[src/inc/aab_defs.svh]
`ifndef AAB_DEFS_SVH
`define AAB_DEFS_SVH

// opcode upper-bit patterns
`define AAB_OPC_ADDC 6'h08
`define AAB_OPC_ANDF 6'h05
`define AAB_OPC_ANDL 8'h0B
`define AAB_OPC_BRANCH_ON_CARRY 8'hE2
`define AAB_OPC_CLEAR_FILE_BIT 4'h9

// instruction field positions
`define AAB_D_BIT 9
`define AAB_A_BIT 8
`define AAB_BIT_LSB 9

// status field positions
`define AAB_ST_C 0
`define AAB_ST_DIGIT_CARRY_FLAG 1
`define AAB_ST_Z 2
`define AAB_ST_OVERFLOW_FLAG 3
`define AAB_ST_N 4

// addressing
`define AAB_IDX_MAX 8'h5F
`define AAB_ACC_SPLIT 8'h60
`define AAB_ACC_HI_BANK 4'hF

// reset values
`define AAB_RST_BYTE 8'h00
`define AAB_RST_ADDR 12'h000
`define AAB_RST_INSTR 16'h0000

`endif

[src/inc/aab_pkg.sv]
`default_nettype none
package aab_pkg;

  typedef enum logic [1:0] {PH_Q1, PH_Q2, PH_Q3, PH_Q4} aab_phase_t;

  typedef enum logic [2:0] {
    OP_NONE,
    OP_ADDC,
    OP_ANDL,
    OP_ANDF,
    OP_BRANCH_ON_CARRY,
    OP_CLEAR_FILE_BIT
  } aab_op_t;

  typedef struct packed {
    logic n;
    logic overflow_flag;
    logic z;
    logic digit_carry_flag;
    logic c;
  } aab_status_t;

  typedef struct packed {
    logic we;
    logic [11:0] addr;
    logic [7:0] wdata;
  } aab_mem_wr_t;

endpackage
`default_nettype wire

[src/design/aab_exec.sv]
// Summary of operation
// - add-with-carry sums W, the file byte and carry, and sends the byte to the destination.
// - add-with-carry updates negative, overflow, carry, digit carry and zero.
// - destination bit zero writes W, one writes the addressed file location.
// - the default destination (bit set) writes back to the file register.
// - bank bit zero selects the access bank, one takes the bank number from the bank select.
// - with extended set on, bank bit zero and file address up to 95 use indexed offset mode.
// - AND-register ANDs W with the file byte and writes the selected destination.
// - both ANDs update only negative and zero.
// - branch-on-carry branches only when carry is one, signed 8-bit offset, no flags.
// - a taken branch loads incremented counter plus twice the sign-extended offset.
// - a taken branch takes two cycles, the second a no-op; not taken takes one, no write.
`timescale 1ns/1ns
`default_nettype none
`include "aab_defs.svh"

module aab_exec #(
  parameter int PROGRAM_COUNTER_W = 21,
  parameter int BANK_W = 4
) (
  input wire logic mclk_i,
  input wire logic reset_n_i,
  input wire logic [15:0] instr_i,
  input wire logic ext_set_en_i,
  input wire logic [BANK_W-1:0] bank_select_register_i,
  input wire logic [11:0] index_base_i,
  input wire logic [7:0] work_i,
  input wire aab_pkg::aab_status_t status_i,
  input wire logic [PROGRAM_COUNTER_W-1:0] program_counter_i,
  input wire logic [7:0] mem_rdata_i,
  output logic [1:0] phase_o,
  output logic mem_rd_o,
  output logic [11:0] mem_addr_o,
  output aab_pkg::aab_mem_wr_t mem_wr_o,
  output logic work_we_o,
  output logic [7:0] work_wdata_o,
  output logic status_we_o,
  output aab_pkg::aab_status_t status_o,
  output logic program_counter_we_o,
  output logic [PROGRAM_COUNTER_W-1:0] program_counter_o,
  output logic nop_cycle_o
);
  import aab_pkg::*;

  aab_phase_t phase;
  aab_op_t op;
  logic [15:0] instr;
  logic forced_nop;
  logic [7:0] operand;
  logic [11:0] next_addr;
  logic [7:0] f_field;
  logic [8:0] sum;
  logic [4:0] low_sum;
  logic [7:0] result;
  aab_status_t next_status;
  logic to_file;
  aab_op_t next_op;

  // the address must stand in Q2, so it is formed from the live word
  assign f_field = instr_i[7:0];

  // ----------------------------------------------------------
  // quarter-phase sequencer
  // ----------------------------------------------------------
  // four quarter phases
  always_ff @(posedge mclk_i or negedge reset_n_i)
  begin
    if (!reset_n_i)
      phase <= PH_Q1;
    else
      phase <= aab_phase_t'(phase + 2'd1);
  end

  always_ff @(posedge mclk_i or negedge reset_n_i)
  begin
    if (!reset_n_i)
      phase_o <= 2'd0;
    else
      phase_o <= 2'(phase + 2'd1);
  end

  // ----------------------------------------------------------
  // decode
  // ----------------------------------------------------------
  always_comb
  begin
    next_op = OP_NONE;
    if (instr_i[15:10] == `AAB_OPC_ADDC)
      next_op = OP_ADDC;
    else if (instr_i[15:10] == `AAB_OPC_ANDF)
      next_op = OP_ANDF;
    else if (instr_i[15:8] == `AAB_OPC_ANDL)
      next_op = OP_ANDL;
    else if (instr_i[15:8] == `AAB_OPC_BRANCH_ON_CARRY)
      next_op = OP_BRANCH_ON_CARRY;
    else if (instr_i[15:12] == `AAB_OPC_CLEAR_FILE_BIT)
      next_op = OP_CLEAR_FILE_BIT;
  end

  always_ff @(posedge mclk_i or negedge reset_n_i)
  begin
    if (!reset_n_i)
    begin
      op <= OP_NONE;
      instr <= `AAB_RST_INSTR;
    end
    else if (phase == PH_Q1)
    begin
      op <= forced_nop ? OP_NONE : next_op;
      instr <= instr_i;
    end
  end

  // ----------------------------------------------------------
  // operand address
  // ----------------------------------------------------------
  always_comb
  begin
    // bank bit one: bank select register
    if (instr_i[`AAB_A_BIT])
      next_addr = {bank_select_register_i, f_field};
    else if (ext_set_en_i && (f_field <= `AAB_IDX_MAX))
      next_addr = 12'(index_base_i + {4'h0, f_field});
    else if (f_field < `AAB_ACC_SPLIT)
      next_addr = {4'h0, f_field};
    else
      next_addr = {`AAB_ACC_HI_BANK, f_field};
  end

  always_ff @(posedge mclk_i or negedge reset_n_i)
  begin
    if (!reset_n_i)
    begin
      mem_rd_o <= 1'b0;
      mem_addr_o <= `AAB_RST_ADDR;
    end
    else if (phase == PH_Q1)
    begin
      // a flushed cycle must not read
      mem_rd_o <= !forced_nop && ((next_op == OP_ADDC) || (next_op == OP_ANDF)
        || (next_op == OP_CLEAR_FILE_BIT));
      mem_addr_o <= next_addr;
    end
    else if (phase == PH_Q2)
    begin
      mem_rd_o <= 1'b0;
    end
  end

  // operand captured at end of Q2
  always_ff @(posedge mclk_i or negedge reset_n_i)
  begin
    if (!reset_n_i)
      operand <= `AAB_RST_BYTE;
    else if (phase == PH_Q2)
      operand <= (op == OP_ANDL) ? instr[7:0] : mem_rdata_i;
  end

  // ----------------------------------------------------------
  // compute
  // ----------------------------------------------------------
  always_comb
  begin
    sum = 9'(work_i + operand + 8'(status_i.c));
    low_sum = 5'(work_i[3:0] + operand[3:0] + 4'(status_i.c));
    next_status = status_i;
    result = sum[7:0];
    unique case (op)
      OP_ADDC:
      begin
        next_status.c = sum[8];
        next_status.digit_carry_flag = low_sum[4];
        next_status.overflow_flag = (work_i[7] == operand[7]) && (sum[7] != work_i[7]);
      end
      OP_ANDL, OP_ANDF:
        result = work_i & operand;
      OP_CLEAR_FILE_BIT:
      begin
        result = operand;
        result[instr[`AAB_BIT_LSB +: 3]] = 1'b0;
      end
      OP_NONE, OP_BRANCH_ON_CARRY:
        result = sum[7:0];
    endcase
    // AND ops touch only N and Z
    next_status.n = result[7];
    next_status.z = (result == 8'h00);
    // set destination bit writes back to file
    to_file = instr[`AAB_D_BIT] || (op == OP_CLEAR_FILE_BIT);
  end

  // ----------------------------------------------------------
  // write back
  // ----------------------------------------------------------
  // write strobes stand in Q4
  always_ff @(posedge mclk_i or negedge reset_n_i)
  begin
    if (!reset_n_i)
    begin
      mem_wr_o <= '0;
      work_we_o <= 1'b0;
      work_wdata_o <= `AAB_RST_BYTE;
    end
    else if (phase == PH_Q3)
    begin
      mem_wr_o.we <= ((op == OP_ADDC) || (op == OP_ANDF)) && to_file
        || (op == OP_CLEAR_FILE_BIT);
      mem_wr_o.addr <= mem_addr_o;
      mem_wr_o.wdata <= result;
      // literal AND always lands in W
      work_we_o <= ((op == OP_ADDC) || (op == OP_ANDF)) && !to_file
        || (op == OP_ANDL);
      work_wdata_o <= result;
    end
    else if (phase == PH_Q4)
    begin
      mem_wr_o.we <= 1'b0;
      work_we_o <= 1'b0;
    end
  end

  // status write: branch and bit-clear leave flags alone
  always_ff @(posedge mclk_i or negedge reset_n_i)
  begin
    if (!reset_n_i)
    begin
      status_we_o <= 1'b0;
      status_o <= '0;
    end
    else if (phase == PH_Q3)
    begin
      status_we_o <= (op == OP_ADDC) || (op == OP_ANDL) || (op == OP_ANDF);
      status_o <= next_status;
    end
    else if (phase == PH_Q4)
    begin
      status_we_o <= 1'b0;
    end
  end

  // ----------------------------------------------------------
  // relative branch
  // ----------------------------------------------------------
  always_ff @(posedge mclk_i or negedge reset_n_i)
  begin
    if (!reset_n_i)
    begin
      program_counter_we_o <= 1'b0;
      program_counter_o <= '0;
    end
    else if (phase == PH_Q3)
    begin
      program_counter_we_o <= (op == OP_BRANCH_ON_CARRY) && status_i.c;
      program_counter_o <= PROGRAM_COUNTER_W'(program_counter_i
        + {{(PROGRAM_COUNTER_W-9){instr[7]}}, instr[7:0], 1'b0});
    end
    else if (phase == PH_Q4)
    begin
      program_counter_we_o <= 1'b0;
    end
  end

  // the flush is held for exactly one instruction cycle so the
  // already fetched word is never executed
  // second cycle is a no-op
  always_ff @(posedge mclk_i or negedge reset_n_i)
  begin
    if (!reset_n_i)
    begin
      forced_nop <= 1'b0;
      nop_cycle_o <= 1'b0;
    end
    else if (phase == PH_Q4)
    begin
      // follows the taken strobe so both agree on one carry sample
      forced_nop <= program_counter_we_o;
      nop_cycle_o <= program_counter_we_o;
    end
  end

endmodule // aab_exec

`default_nettype wire

[config.mk]
export PLATFORM = sky130hd
export DESIGN_NAME = aab_exec
export DESIGN_NICKNAME = d
export VERILOG_FILES = /design/src/inc/aab_pkg.sv /design/src/design/aab_exec.sv
export VERILOG_INCLUDE_DIRS = /design/src /design/src/inc
export SDC_FILE = /design/constraint.sdc
export NUM_CORES = 1
export LEC_CHECK = 0
export BUFFER_PORTS_ARGS = -buffer_cell sky130_fd_sc_hd__buf_4
export CORE_UTILIZATION = 58
export CTS_CLUSTER_DIAMETER = 30
export DETAILED_ROUTE_END_ITERATION = 10
export PLACE_DENSITY = 0.87
export SETUP_SLACK_MARGIN = 0.05
export SYNTH_ARGS = -nofsm -noshare
export SYNTH_HDL_FRONTEND = slang
export SYNTH_SLANG_ARGS = --single-unit
[constraint.sdc]
create_clock -name mclk_i -period 3.6 [get_ports mclk_i]
set_input_delay 0.18 -clock mclk_i [delete_from_list [all_inputs] [get_ports mclk_i]]
set_output_delay 0.18 -clock mclk_i [all_outputs]
set_load 0.005 [all_outputs]
==> results of run 1 <==
==> layer usage <==
layer,vias up,share of wire [%],track usage (%)
li1,2476,-,-
met1,2509,43,39.7
met2,187,49,53.3
met3,25,5.9,3.80
met4,0,1.9,9.59
met5,-,0,0
==> layout make-up <==
| type | count | area (um2) |
|---|---|---|
| fill | 693 | 2310 |
| clock inverter | 5 | 82.6 |
| clock buffer | 10 | 138 |
| multi-input combinational | 462 | 3320 |
| sequential | 87 | 2180 |
| timing repair buffer | 152 | 1140 |
| tap | 129 | 161 |
| inverter | 24 | 90.1 |
==> where the power goes <==
group / internal [uW] / switching [uW]
sequential: 1070 / 77.6
combinational: 380 / 331
clock: 406 / 364
total: 1860 / 773
==> sequential cells by signal, indices dropped and copies added, names as in the netlist <==
signal                flops
program_counter_o        21
mem_wr_o                 13
mem_addr_o               12
instr                    11
operand                   8
work_wdata_o              8
status_o                  4
op                        3
phase_o                   2
forced_nop                1
mem_rd_o                  1
program_counter_we_o      1
status_we_o               1
work_we_o                 1
==> cell usage after synthesis (all sizes together), types with 3 or more instances <==
cell / instances / area share (%)
buf: 16 / 1.9
o21a: 10 / 1.3
a21boi: 5 / 0.65
nand4b: 3 / 0.46
o22ai: 5 / 0.54
or3: 5 / 0.54
xnor2: 12 / 1.8
nor3b: 3 / 0.39
a21oi: 54 / 4.7
o21bai: 5 / 0.65
a211oi: 5 / 0.83
or4: 3 / 0.39
nor2: 48 / 3.2
xor2: 5 / 0.76
o221ai: 4 / 0.61
dfrtp: 87 / 38
and2: 4 / 0.44
nand2b: 7 / 0.76
nand2: 47 / 3.1
fa: 4 / 1.4
ha: 38 / 8.3
nand3b: 6 / 0.85
nand3: 20 / 1.7
o31ai: 7 / 0.91
o2111ai: 4 / 0.61
inv: 23 / 1.5
and3: 6 / 0.68
nor2b: 5 / 0.54
a221o: 3 / 0.52
o21ai: 34 / 3.0
a21o: 12 / 1.6
nor3: 6 / 0.52
mux2i: 14 / 2.4
mux2: 38 / 7.4
a31oi: 9 / 0.98
clkbuf: 15 / 0.98
==> cells by family after synthesis <==
| family | synth area share, % |
|---|---|
| AND/OR/NAND/NOR | 15.3 |
| multiplexers | 9.89 |
| AO/OA/AOI/OAI | 20.3 |
| buffers and inverters | 4.42 |
| flip-flops | 37.9 |
| XOR/XNOR | 2.59 |
| adder cells (fa/ha/maj) | 9.67 |
==> through the flow <==
step,cell area [um2],setup WS [ns]
global placement,6890,0.982
floorplan,5750,1.20
finish,7110,0.844
detailed placement,6890,0.888
global route,7110,0.709
CTS,7110,0.866
==> final timing paths <==
path                                        from                     to  slack (ns)  depth (start not counted)
min in group mclk_i         program_counter_i[0]   program_counter_o[0]        0.06                          2
setup reg to reg                      operand[0]            status_o[2]        0.84                          9
setup / recovery                      operand[0]            status_o[2]        0.84                          9
hold / removal                         reset_n_i  program_counter_o[12]      -0.004                          1
max in group asynchronous              reset_n_i              instr[11]        2.87                          1
hold reg to reg            program_counter_o[15]  program_counter_o[15]        0.49                          2
==> critical path, delay by kind of cell (launching register included) <==
family	cells	cell delay (ns)
compound gates	3	0.58
xor+xnor	1	0.16
fa+ha+maj	2	0.83
buf+inv	1	0.07
flops	1	0.40
simple gates	2	0.61
==> impl_metrics.tcl, run 1 <==
set metrics [dict create \
    cts_buffer_depth 2 \
    detail_route.first_pass.iterations 4 \
    die_area_um2 10300 \
    vias 5197 \
    ant_nets 0 \
    core-area_um2 9420 \
    cts_made_buffers 9 \
    synth_cell_types 69 \
    critPathArrivalTime_ns 3.02 \
    slew_headroom_pct 25.8 \
    clk_latency_ns 0.36 \
    final_cell_mix "buf_4, dfrtp_1, a21oi_1" \
    place_inst 854 \
    root_buffer "clkbuf_8" \
    status "finished with violations" \
    routed_via_density 5.98 \
    ys.flop_type "dfrtp_1" \
    hold_path.class "in -> async" \
    critical_path_class "reg -> reg" \
    failed_checks "hold timing" \
    first_iter_violations 262 \
    place.gp.congestion 0.940 \
    crit_top_cell "fa_1" \
    htree_num_levels 3 \
    synthArstFlopShare_pct 100 \
    cts_num_sinks 87 \
    grt_pass1_wl_um 24400 \
    wl_per_cell_um 17.5 \
    required_ns 3.86 \
    crit_chain "inv_1 > fa_1 > fa_1 > nand2b_1 > a21oi_1 > xnor2_1 > a221oi_1 > or3_1 > o41ai_2" \
    start_util_pct 61.0 \
    slowest_delay_ns 0.43 \
    cts_tree "done" \
    cts_resized 0 \
    fp.dieW_um 102 \
    worst_hold_slack_ns -0.00352 \
    antennaDiodeCount 0 \
    grt_antenna_before_repair 0 \
    fin_cells 869 \
    cts_setup_buffers 0 \
    die_y_um 102 \
    vdd_ir_drop_max_v 0.000218 \
    core.rowCount 35 \
    fin_tns_setup_ns 0 \
    ys_ff_latch 87 \
    grtUsageTotal_pct 30.6 \
    grt_setup_unrepaired "false" \
    synth_fp_nets 723 \
    synth_enable_flop_cells 0 \
    worstMarginPinSlew_ns 1.11 \
    critical_path.max_fanout 4 \
    fin_util_pct 75.5 \
    routed_wl_um 15200 \
    hold_viol_final 3 \
    fin_skew_ns 0.00879 \
    io_pins 151 \
    area_growth_pct 23.7 \
    cap_viol_max_count 0 \
    grt_max_degree 88 \
    yosysSeqAreaShare_pct 37.9 \
    drive_gt1_share_pct 29.5 \
    timing.final.crit_share_pct 76.6 \
    start_kind "flop" \
    synth.avg_cell_area_um2 9.51 \
    nets 855 \
    cts_hold_buf 0 \
    critical-path-slowest-cell "fa_1" \
    layout_commonest_cell "buf_4" \
    synth_warnings 0 \
    p_leak_uw 0.00326 \
    synthCells 604 \
    fin_crit_ns 2.76 \
    path_clk_slew_ns 0.09 \
    grt_overflow 0 \
    dpl.hpwl_um 11500 \
    fmax_ghz 0.363 \
    port_buffers 148 \
    end_kind "flop" \
    report.final.slew_viol_count 0 \
    grt_pass1_vias 5075 \
    p_total_uw 2630 \
    setup_violations 0 \
    drc_errors 0 \
    syn_area_um2 5750 \
    powerDensity_nw_per_um2 370 \
]
(Power assumes the default switching activity.)
==> run 2, diff against run 1 <==
--- a/config.mk
+++ b/config.mk
@@ -6,11 +6,12 @@
 export SDC_FILE = /design/constraint.sdc
 export NUM_CORES = 1
 export LEC_CHECK = 0
+export ABC_AREA = 1
 export BUFFER_PORTS_ARGS = -buffer_cell sky130_fd_sc_hd__buf_4
-export CORE_UTILIZATION = 58
+export CORE_UTILIZATION = 49
 export CTS_CLUSTER_DIAMETER = 30
 export DETAILED_ROUTE_END_ITERATION = 10
-export PLACE_DENSITY = 0.87
+export PLACE_DENSITY = 0.78
 export SETUP_SLACK_MARGIN = 0.05
 export SYNTH_ARGS = -nofsm -noshare
 export SYNTH_HDL_FRONTEND = slang
==> constraint.sdc (replaced) <==
create_clock -name mclk_i -period 2.4 [get_ports mclk_i]
set_input_delay 0.12 -clock mclk_i [delete_from_list [all_inputs] [get_ports mclk_i]]
set_output_delay 0.12 -clock mclk_i [all_outputs]
set_load 0.005 [all_outputs]
==> run 2 against run 1 <==
The run ends with DRC left. Synthesized cell count is 36% higher. Clock skew is 0.0013 ns lower. Sequential cell count stayed put. Register-to-register slack worse by 0.60 ns. Via count is 12% higher. Area after synthesis is 2.5% higher. Fmax is 28% higher. Clock power is 100% higher. Setup slack worse by 0.60 ns. First-iteration DRC count is 38% higher. Critical path type unchanged. Largest power group unchanged. Highest routed layer unchanged.
==> impl_metrics.tcl, run 2 <==
set metrics [dict create \
    failed_checks "DRC" \
    nets 1086 \
    ys_ff_latch 87 \
    fin_skew_ns 0.00747 \
    root_buffer "clkbuf_16" \
    grt_pass1_wl_um 26000 \
    routed_wl_um 15600 \
    start_kind "flop" \
    area_growth_pct 26.8 \
    slew_headroom_pct 63.4 \
    fp.dieW_um 112 \
    ant_nets 0 \
    p_leak_uw 0.00395 \
    ys.flop_type "dfrtp_1" \
    critPathArrivalTime_ns 2.40 \
    cts_buffer_depth 2 \
    largest_reg_flops 21 \
    fin_tns_setup_ns 0 \
    end_kind "flop" \
    io_pins 151 \
    grt.met2_usage_pct 43.7 \
    synth.avg_cell_area_um2 7.15 \
    yosysSeqAreaShare_pct 37.0 \
    die_y_um 112 \
    grt_pass1_vias 5476 \
    fin_util_pct 64.6 \
    yosysMostFrequentCell "nand2_1" \
    worstMarginPinSlew_ns 0.550 \
    clk_latency_ns 0.35 \
    yosys-top-cells-area "dfrtp_1, nand2_1, ha_1" \
    report.final.slew_viol_count 0 \
    top_register "program_counter_o" \
    synthCells 824 \
    grt_setup_unrepaired "false" \
    fin_crit_ns 2.16 \
    met3_usage_pct 6.26 \
    fmax_ghz 0.464 \
    cts_num_sinks 87 \
    grt_use_met1_pct 34.3 \
    routed_via_density 5.23 \
    hold_viol_final 0 \
    place.gp.congestion 0.920 \
    antennaDiodeCount 0 \
    cts_tree "done" \
    top_usage_layer "met2" \
    synth_area_leader_cell "dfrtp_1" \
    synth_common_cells "nand2_1, dfrtp_1, inv_1" \
    hold_path.class "in -> reg" \
    setup_violations 0 \
    path_clk_slew_ns 0.07 \
    fin_cells 1115 \
    detail_route.first_pass.iterations 9 \
    synth_warnings 0 \
    powerDensity_nw_per_um2 583 \
    dpl.hpwl_um 12100 \
    place_inst 1096 \
    core.rowCount 39 \
    start_util_pct 50.9 \
    critical_path_class "reg -> reg" \
    wl_per_cell_um 14.0 \
    required_ns 2.64 \
    vias 5828 \
    critical_path.max_fanout 3 \
    final_cell_mix "nand2_1, buf_4, dfrtp_1" \
    drc_errors 12 \
    synth_fp_nets 943 \
    synthArstFlopShare_pct 100 \
    grt_max_degree 54 \
    cts_made_buffers 9 \
    die_area_um2 12500 \
    grt_overflow 0 \
    core-area_um2 11600 \
    cts_setup_buffers 0 \
    syn_area_um2 5890 \
    synth_cell_types 39 \
    vdd_ir_drop_max_v 0.000373 \
    reg_top3 "program_counter_o (21), mem_wr_o (13), mem_addr_o (12)" \
    synth_enable_flop_cells 0 \
    htree_num_levels 3 \
    timing.final.crit_share_pct 89.9 \
    grtUsageTotal_pct 26.2 \
    cap_viol_max_count 0 \
    place_area_um2 7110 \
    layout_commonest_cell "nand2_1" \
    first_iter_violations 362 \
    design_area_um2 7470 \
    drive_gt1_share_pct 19.8 \
    status "finished with violations" \
    grt_antenna_before_repair 0 \
    synth.top_cell.area_share_pct 37.0 \
    port_buffers 148 \
]
run 2: where the power goes:
| part | leakage (uW) | switching (uW) | internal, uW | total (uW) |
|---|---|---|---|---|
| clock | 0.000153 | 631 | 923 | 1550 |
| combinational | 0.00277 | 550 | 534 | 1080 |
| sequential | 0.00103 | 108 | 1610 | 1720 |
| total | 0.00395 | 1290 | 3070 | 4360 |
run 2: cells by family after synthesis:
| group | after synthesis | synth area share (%) |
|---|---|---|
| AO/OA/AOI/OAI | 123 | 11.5 |
| XOR/XNOR | 14 | 2.08 |
| adder cells (fa/ha/maj) | 42 | 9.43 |
| buffers and inverters | 109 | 7.65 |
| flip-flops | 87 | 37.0 |
| AND/OR/NAND/NOR | 449 | 32.4 |
run 2: layer usage:
metal  vias to the layer above  wire [um]  share of wire [%]
met5                         -          0                  0
met4                         0        171                1.1
met3                        16       1050                6.7
met2                       188       7150                 46
met1                      2651       7260                 46
li1                       2973          -                  -
run 2: worst max-delay path: stages (launching register included):
cell	delay, ns
dfrtp_1	0.32
inv_1	0.07
fa_1	0.43
fa_1	0.47
nand3b_1	0.17
a21oi_1	0.30
nor2_1	0.09
nand2_1	0.07
nor2_1	0.04
nand3_1	0.06
nand2_1	0.05
run 2: layout make-up:
class                   instances  area (um2)
clock buffers                   9         225
clock inverters                 7         101
fillers                      1076        4090
inverters                      81         304
multi-input cells             628        3260
flip-flops and latches         87        2180
well taps                     143         179
repair buffers                160        1220
run 2: through the flow:
stage | setup slack [ns] | total power (uW) | hold slack [ns]
6_report | 0.243 | 4360 | 0.00567
5_1_grt | 0.107 | 4610 | 0.00261
4_1_cts | 0.215 | 4380 | 0.00380
3_5_place_dp | 0.221 | 2820 | 0.115
3_3_place_gp | 0.280 | 2800 | 0.110
2_1_floorplan | 0.551 | 2340 | -0.176
run 2: final timing paths:
kind	slack, ns	end	from	depth (start not counted)
worst max-delay path	0.24	status_o[2]	operand[0]	10
worst min-delay path	0.006	instr[0]	instr_i[0]	3
worst max register to register	0.24	status_o[2]	operand[0]	10
worst min register to register	0.47	program_counter_o[0]	program_counter_o[0]	2
max in group asynchronous	1.47	instr[7]	reset_n_i	3
min in group asynchronous	0.28	work_wdata_o[2]	reset_n_i	2
run 2: repair_timing:
| item | 4_1_cts | 5_1_grt |
|---|---|---|
| endpoints found under the setup margin | 0 | 2 |
| resized for setup | 0 | 1 |
| hold endpoints to repair | 36 | 0 |
| hold buffers | 3 | 0 |
